## src/logic/chevc_pkg.sv

```systemverilog
package chevc_pkg;
	localparam int CHEVC_WIDTH = 32;
	// event field positions
	localparam int EV_VBOUND_LO = 22;
	localparam int EV_VBOUND_HI = 21;
	localparam int EV_VRAMP_DN = 20;
	localparam int EV_VRAMP_UP = 19;
	localparam int EV_IRAMP_DN = 18;
	localparam int EV_IRAMP_UP = 17;
	localparam int EV_IRAMP_END = 16;
	localparam int EV_VCEIL = 15;
	localparam int EV_ICEIL = 14;
	localparam int EV_TRIP = 13;
	localparam int EV_INHIBIT = 12;
	localparam int EV_VBOUNDS = 11;
	localparam int EV_IBOUNDS = 10;
	localparam int EV_ARC_ERR = 9;
	localparam int EV_CONST_V = 7;
	localparam int EV_CONST_I = 6;
	localparam int EV_EMCY_OFF = 5;
	localparam int EV_VRAMP_END = 4;
	localparam int EV_ON_TO_OFF = 3;
	localparam int EV_INPUT_ERR = 2;
	localparam int EV_ARC = 1;
	// implemented bits: 22..9 and 7..1
	localparam logic [31:0] CHEVC_IMPL_MASK = 32'h007ffefe;
	// blocking-capable bits: 15,14,13,12,9,5
	localparam logic [31:0] CHEVC_BLOCK_MASK = 32'h0000f220;
	// events that switching off counts as on-to-off
	localparam logic [31:0] CHEVC_OFF_CAUSE_MASK = 32'h0000f020;
	localparam logic [31:0] CHEVC_RESET = 32'h00000000;
endpackage : chevc_pkg

```

## src/logic/chevc_top.sv

```systemverilog
`timescale 1ns/1ps
`default_nettype none
module chevc_top
	import chevc_pkg::*;
#(
	parameter int WIDTH = CHEVC_WIDTH
) (
	// clock and reset
	input wire logic CLK,
	input wire logic NRST,
	// register access
	input wire logic EV_WRITE,
	input wire logic [WIDTH-1:0] EV_WDATA,
	output logic [WIDTH-1:0] EV_RDATA,
	input wire logic CLEAR_CHANNEL_EVENTS,
	input wire logic CLEAR_STATUS,
	// mask from the mask register
	input wire logic [WIDTH-1:0] EVENT_MASK,
	// live channel conditions
	input wire logic [WIDTH-1:0] LIVE_STATUS,
	input wire logic OUTPUT_ON,
	input wire logic VOLTAGE_RAMP,
	input wire logic CURRENT_RAMP,
	input wire logic VRAMP_UP,
	input wire logic VRAMP_DOWN,
	input wire logic IRAMP_UP,
	input wire logic IRAMP_DOWN,
	input wire logic OVER_CEILING,
	input wire logic OVER_SETPOINT,
	input wire logic IMMEDIATE_MODE,
	input wire logic DEFERRED_MODE,
	input wire logic ARC_COUNT_OVER,
	// setpoint and switch-on requests
	input wire logic RAISE_REQ,
	input wire logic SWITCH_ON_REQ,
	output logic RAISE_OK,
	output logic SWITCH_ON_OK,
	output logic BLOCKED,
	// module summary contribution
	output logic SUMMARY_EVENT
);
	logic rst_meta_q;
	logic rst_sync_q;
	logic [31:0] ev_q;
	logic [31:0] ev_d;
	logic [31:0] set_vec;
	wire [31:0] clr_vec;
	wire [31:0] blk_vec;
	wire wipe;

	always_ff @(posedge CLK or negedge NRST) begin
		if (!NRST) begin
			rst_meta_q <= 1'b0;
			rst_sync_q <= 1'b0;
		end else begin
			rst_meta_q <= 1'b1;
			rst_sync_q <= rst_meta_q;
		end
	end

	chevc_source u_source (
		.clk(CLK),
		.rst_n(rst_sync_q),
		.live_status(LIVE_STATUS),
		.output_on(OUTPUT_ON),
		.voltage_ramp(VOLTAGE_RAMP),
		.current_ramp(CURRENT_RAMP),
		.ramp_up(VRAMP_UP),
		.ramp_down(VRAMP_DOWN),
		.iramp_up(IRAMP_UP),
		.iramp_down(IRAMP_DOWN),
		.over_ceiling(OVER_CEILING),
		.over_setpoint(OVER_SETPOINT),
		.immediate_mode(IMMEDIATE_MODE),
		.deferred_mode(DEFERRED_MODE),
		.arc_count_over(ARC_COUNT_OVER),
		.set_vec(set_vec)
	);

	// commands and one-writes; set wins so no event is lost
	assign wipe = CLEAR_CHANNEL_EVENTS | CLEAR_STATUS;
	assign clr_vec = wipe ? 32'hffffffff :
		(EV_WRITE ? 32'(EV_WDATA) : 32'h00000000);
	assign ev_d = ((ev_q & ~clr_vec) | set_vec) & CHEVC_IMPL_MASK;

	always_ff @(posedge CLK or negedge rst_sync_q) begin
		if (!rst_sync_q) begin
			ev_q <= CHEVC_RESET;
		end else begin
			ev_q <= ev_d;
		end
	end

	// blocking is purely combinational, so it drops the cycle a clear lands
	assign blk_vec = ev_q & 32'(EVENT_MASK) & CHEVC_BLOCK_MASK;
	assign BLOCKED = |blk_vec;
	assign RAISE_OK = RAISE_REQ & ~(BLOCKED & OUTPUT_ON);
	assign SWITCH_ON_OK = SWITCH_ON_REQ & ~(BLOCKED & ~OUTPUT_ON);
	assign SUMMARY_EVENT = |(ev_q & 32'(EVENT_MASK));
	assign EV_RDATA = WIDTH'(ev_q);
endmodule : chevc_top
`default_nettype wire

```

## src/logic/chevc_source.sv

```systemverilog
`timescale 1ns/1ps
`default_nettype none
module chevc_source
	import chevc_pkg::*;
(
	// clock and reset
	input wire logic clk,
	input wire logic rst_n,
	// live conditions
	input wire logic [31:0] live_status,
	input wire logic output_on,
	input wire logic voltage_ramp,
	input wire logic current_ramp,
	input wire logic ramp_up,
	input wire logic ramp_down,
	input wire logic iramp_up,
	input wire logic iramp_down,
	input wire logic over_ceiling,
	input wire logic over_setpoint,
	input wire logic immediate_mode,
	input wire logic deferred_mode,
	input wire logic arc_count_over,
	// raw event set vector
	output logic [31:0] set_vec
);
	logic on_q;
	logic vup_q;
	logic vdn_q;
	logic iup_q;
	logic idn_q;
	logic vramp_q;
	logic iramp_q;
	wire off_edge = on_q & ~output_on;
	wire trip_now = (over_ceiling & immediate_mode) |
		(over_setpoint & (immediate_mode | deferred_mode));
	wire off_caused = off_edge & (|(live_status & CHEVC_OFF_CAUSE_MASK));
	wire [31:0] derived;
	always_ff @(posedge clk or negedge rst_n) begin
		if (!rst_n) begin
			on_q <= 1'b0;
			vup_q <= 1'b0;
			vdn_q <= 1'b0;
			iup_q <= 1'b0;
			idn_q <= 1'b0;
			vramp_q <= 1'b0;
			iramp_q <= 1'b0;
		end else begin
			on_q <= output_on;
			vup_q <= ramp_up;
			vdn_q <= ramp_down;
			iup_q <= iramp_up;
			idn_q <= iramp_down;
			vramp_q <= voltage_ramp;
			iramp_q <= current_ramp;
		end
	end
	// ramp starts are rising edges; ramp ends are falling edges
	assign derived = (32'(ramp_up & ~vup_q) << EV_VRAMP_UP) |
		(32'(ramp_down & ~vdn_q) << EV_VRAMP_DN) |
		(32'(iramp_up & ~iup_q) << EV_IRAMP_UP) |
		(32'(iramp_down & ~idn_q) << EV_IRAMP_DN) |
		(32'(vramp_q & ~voltage_ramp) << EV_VRAMP_END) |
		(32'(iramp_q & ~current_ramp) << EV_IRAMP_END) |
		(32'(trip_now) << EV_TRIP) |
		(32'(arc_count_over & off_edge) << EV_ARC_ERR) |
		(32'(off_caused) << EV_ON_TO_OFF);
	// level bits taken straight from live status
	assign set_vec = ((live_status & ~(32'(1) << EV_ON_TO_OFF)) |
		derived) & CHEVC_IMPL_MASK;
endmodule : chevc_source
`default_nettype wire

```

## config.mk

```make
export PLATFORM = sky130hd
export DESIGN_NAME = chevc_top
export DESIGN_NICKNAME = d
export VERILOG_FILES = /design/src/logic/chevc_pkg.sv /design/src/logic/chevc_top.sv /design/src/logic/chevc_source.sv
export SDC_FILE = /design/constraint.sdc
export NUM_CORES = 1
export LEC_CHECK = 0
export BUFFER_PORTS_ARGS = -buffer_cell sky130_fd_sc_hd__buf_2
export CAP_MARGIN = 20
export CELL_PAD_IN_SITES_DETAIL_PLACEMENT = 1
export CELL_PAD_IN_SITES_GLOBAL_PLACEMENT = 1
export CORE_MARGIN = 4
export CORE_UTILIZATION = 24
export DETAILED_ROUTE_END_ITERATION = 10
export PLACE_DENSITY = 0.86
export SLEW_MARGIN = 20
export SYNTH_ARGS = -nofsm -noshare
export SYNTH_HDL_FRONTEND = slang
export SYNTH_SLANG_ARGS = --single-unit
```

## constraint.sdc

```tcl
create_clock -name CLK -period 2.26 [get_ports CLK]
set_clock_uncertainty 0.1 [all_clocks]
set_input_delay 0.339 -clock CLK [delete_from_list [all_inputs] [get_ports CLK]]
set_output_delay 0.339 -clock CLK [all_outputs]
set_load 0.05 [all_outputs]
```

==> results.json <==
{
  "status": "complete, no violations",
  "p_switching_mw": 0.459,
  "vias_per_cell": 4.53,
  "r2r_setup_slack_ns": 1.25,
  "hold_depth": 1,
  "place.port_buffers": 105,
  "sequentialPowerShare": 0.407,
  "cts_sinks": 30,
  "endpoint_kind": "primary output",
  "grt_antenna_before_repair": 0,
  "rows": 26,
  "synthCells": 122,
  "worst_pin_slew_ns": 0.518,
  "start_util": 0.254,
  "instances_no_fill": 304,
  "clk_latency_ns": 0.27,
  "synth_common_cells": "30 x dfrtp_1, 23 x nand2_1, 12 x a31o_2",
  "grt_max_degree": 22,
  "ys_types": 22,
  "synth-edff-count": 0,
  "final.setup.tns_ns": 0,
  "required_ns": 1.82,
  "drtPass1Iterations": 4,
  "root_buffer": "clkbuf_8",
  "dp_hpwl_um": 3920,
  "num-fill-cells": 659,
  "antennaDiodeCount": 0,
  "relSlewSlack": 0.654,
  "timing.final.crit_share": 0.953,
  "max-vdd-ir-drop_v": 0.000310,
  "drt_iter0_markers": 44,
  "worstPathArrival_ns": 1.71,
  "clk_pin_slew_ns": 0.07,
  "max-cap-violations": 0,
  "ys_warn_count": 0,
  "max_freq_ghz": 0.464,
  "synthSimpleGateAreaFrac": 0.133,
  "cts_buffers": 5,
  "power_density_nw_per_um2": 720,
  "synth_fa_ha_area_frac": 0,
  "htree_levels": 2,
  "finalSetupViolCount": 0,
  "power_switching_share": 0.312,
  "wl_um": 4800,
  "reg2reg_from": "u_source.vramp_q$_DFF_PN0_",
  "r2r_cells": 2,
  "p_int_mw": 1.01,
  "ant_nets": 0,
  "synth_largest_area_cell": "dfrtp_1",
  "synthesis.area_um2": 1330,
  "async_reset_ff_frac": 1.00,
  "synth_top_family_by_area": "compound AO/OA/AOI/OAI gates",
  "grt.total_usage": 0.144,
  "synthMostInstantiatedCell": "dfrtp_1",
  "grt_pass1_wl_um": 7160,
  "cts_tree": "done",
  "min_path_type": "input pin to flip-flop",
  "synth_ff_type": "dfrtp_1",
  "place_congestion": 0.791,
  "synthMuxAreaShare": 0,
  "io_pins": 151,
  "synth_top_area_share": 0.564,
  "die_y_um": 82.4,
  "clockBufferDepth": 2,
  "report.final.slew_viol_count": 0,
  "area_growth_pct": 53.9,
  "die_x_um": 82.4,
  "synth_compound_area_frac": 0.220,
  "critPathMaxFanout": 3,
  "place_inst": 294,
  "nets": 348,
  "startpoint_type": "flip-flop",
  "leakagePower_nw": 1.04,
  "ys_seq_area_frac": 0.564,
  "synthXorXnorAreaFrac": 0,
  "gr-total-overflow": 0,
  "min_to": "u_source.iramp_q$_DFF_PN0_",
  "drc": 0,
  "via_count": 1378,
  "grt_pass1_vias": 1482,
  "reg2reg_to": "EV_RDATA[4]$_DFF_PN0_",
  "die_area_um2": 6800,
  "synth_seq_cells": 30,
  "routedWlPerCell_um": 15.8,
  "synthTopCellsByArea": "dfrtp_1 56%, a31o_2 7.9%, nand2_1 6.5%",
  "drive_gt1_frac": 0.564,
  "worstSetupPathType": "flip-flop to primary output",
  "rsz0062_at_grt": "false",
  "core-area_um2": 5240,
  "min_period_ns": 2.15,
  "hold_viol": 0,
  "hp-start": "CURRENT_RAMP",
  "power_frac_comb": 0.234,
  "pwr-share-clk": 0.359,
  "avgSynthCellArea_um2": 10.9
}
==> placed cells by master, fill, tap and decap left out, types with 4 or more instances in the layout <==
cell and count:
buf_2 104, dfrtp_1 30, nand2_1 23, a31o_2 12
conb_1 12, nor2b_1 7, a22oi_1 7, a311o_1 6
clkbuf_8 5, nand3_1 4
==> cell families (layout without fill, tap and decap cells) <==
logic type / after synthesis / in the layout
buffers and inverters: 16 / 118
AO/OA/AOI/OAI: 35 / 35
flip-flops: 30 / 30
AND/OR/NAND/NOR: 39 / 39
other: 2 / 12
==> worst max path at each step <==
stage / startpoint / endpoint / slack [ns] / cells after the start
final: EV_RDATA[18]$_DFF_PN0_ / SUMMARY_EVENT / 0.11 / 5
after global routing: EV_RDATA[18]$_DFF_PN0_ / SUMMARY_EVENT / 0.02 / 5
after CTS: EV_RDATA[18]$_DFF_PN0_ / SUMMARY_EVENT / 0.03 / 5
after detailed placement: EVENT_MASK[17] / SUMMARY_EVENT / 0.27 / 6
after global placement: EVENT_MASK[17] / SUMMARY_EVENT / 0.26 / 6
after floorplan: EV_RDATA[12]$_DFF_PN0_ / RAISE_OK / 0.07 / 3
==> per-layer routing <==
| metal | share of wire | wire, µm | GRT usage |
|---|---|---|---|
| met1 | 0.38 | 1830 | 0.156 |
| met2 | 0.51 | 2460 | 0.259 |
| met3 | 0.090 | 434 | 0.0477 |
| met4 | 0.015 | 72 | 0.0532 |
| met5 | 0 | 0 | 0 |
==> power groups by stage <==
stage	Clock (mW)	Sequential (mW)	Combinational [mW]
final	0.529	0.601	0.344
after global routing	0.571	0.606	0.369
after CTS	0.548	0.602	0.346
after detailed placement	0	0.612	0.344
after global placement	0	0.610	0.337
after floorplan	0	0.700	0.135
==> timing repair <==
item | in CTS | in global routing
buffers inserted | 0 | 1
hold endpoints to repair | 2 | 0
resized for setup | 0 | 3
hold buffers | 1 | 0
endpoints found under the setup margin | 0 | 1
==> sequential cells by signal, summed over array words and instances (netlist names) <==
register / cells
EV_RDATA: 21
rst_meta_q: 1
rst_sync_q: 1
u_source.idn_q: 1
u_source.iramp_q: 1
u_source.iup_q: 1
u_source.on_q: 1
u_source.vdn_q: 1
u_source.vramp_q: 1
u_source.vup_q: 1
==> critical path: stages, from the launching register on <==
cell and delay, ns:
dfrtp_1 0.40, a22o_1 0.23, a221oi_2 0.17, nand3_1 0.10, or3_4 0.37, buf_6 0.16
==> layout make-up <==
class	count	area [µm²]	share of cell area
clock inverters	1	30.0	0.0147
well taps	70	87.6	0.0428
flip-flops and latches	30	751	0.367
inverters	1	3.75	0.00183
clock buffers	7	76.3	0.0373
repair buffers	109	564	0.276
multi-input cells	86	534	0.261
==> metrics by stage <==
stage	area, µm²	hold slack [ns]	setup slack [ns]	total power [mW]	utilization
after detailed placement	1920	0.0308	0.275	0.956	0.366
after global placement	1920	0.0254	0.265	0.947	0.366
final	2050	0.0819	0.107	1.47	0.391
after floorplan	1390	-0.0566	0.0699	0.836	-
after global routing	2050	0.0655	0.0229	1.55	0.391
after CTS	2030	0.0678	0.0280	1.50	0.388
No activity file was read; power rests on OpenSTA's default activity.
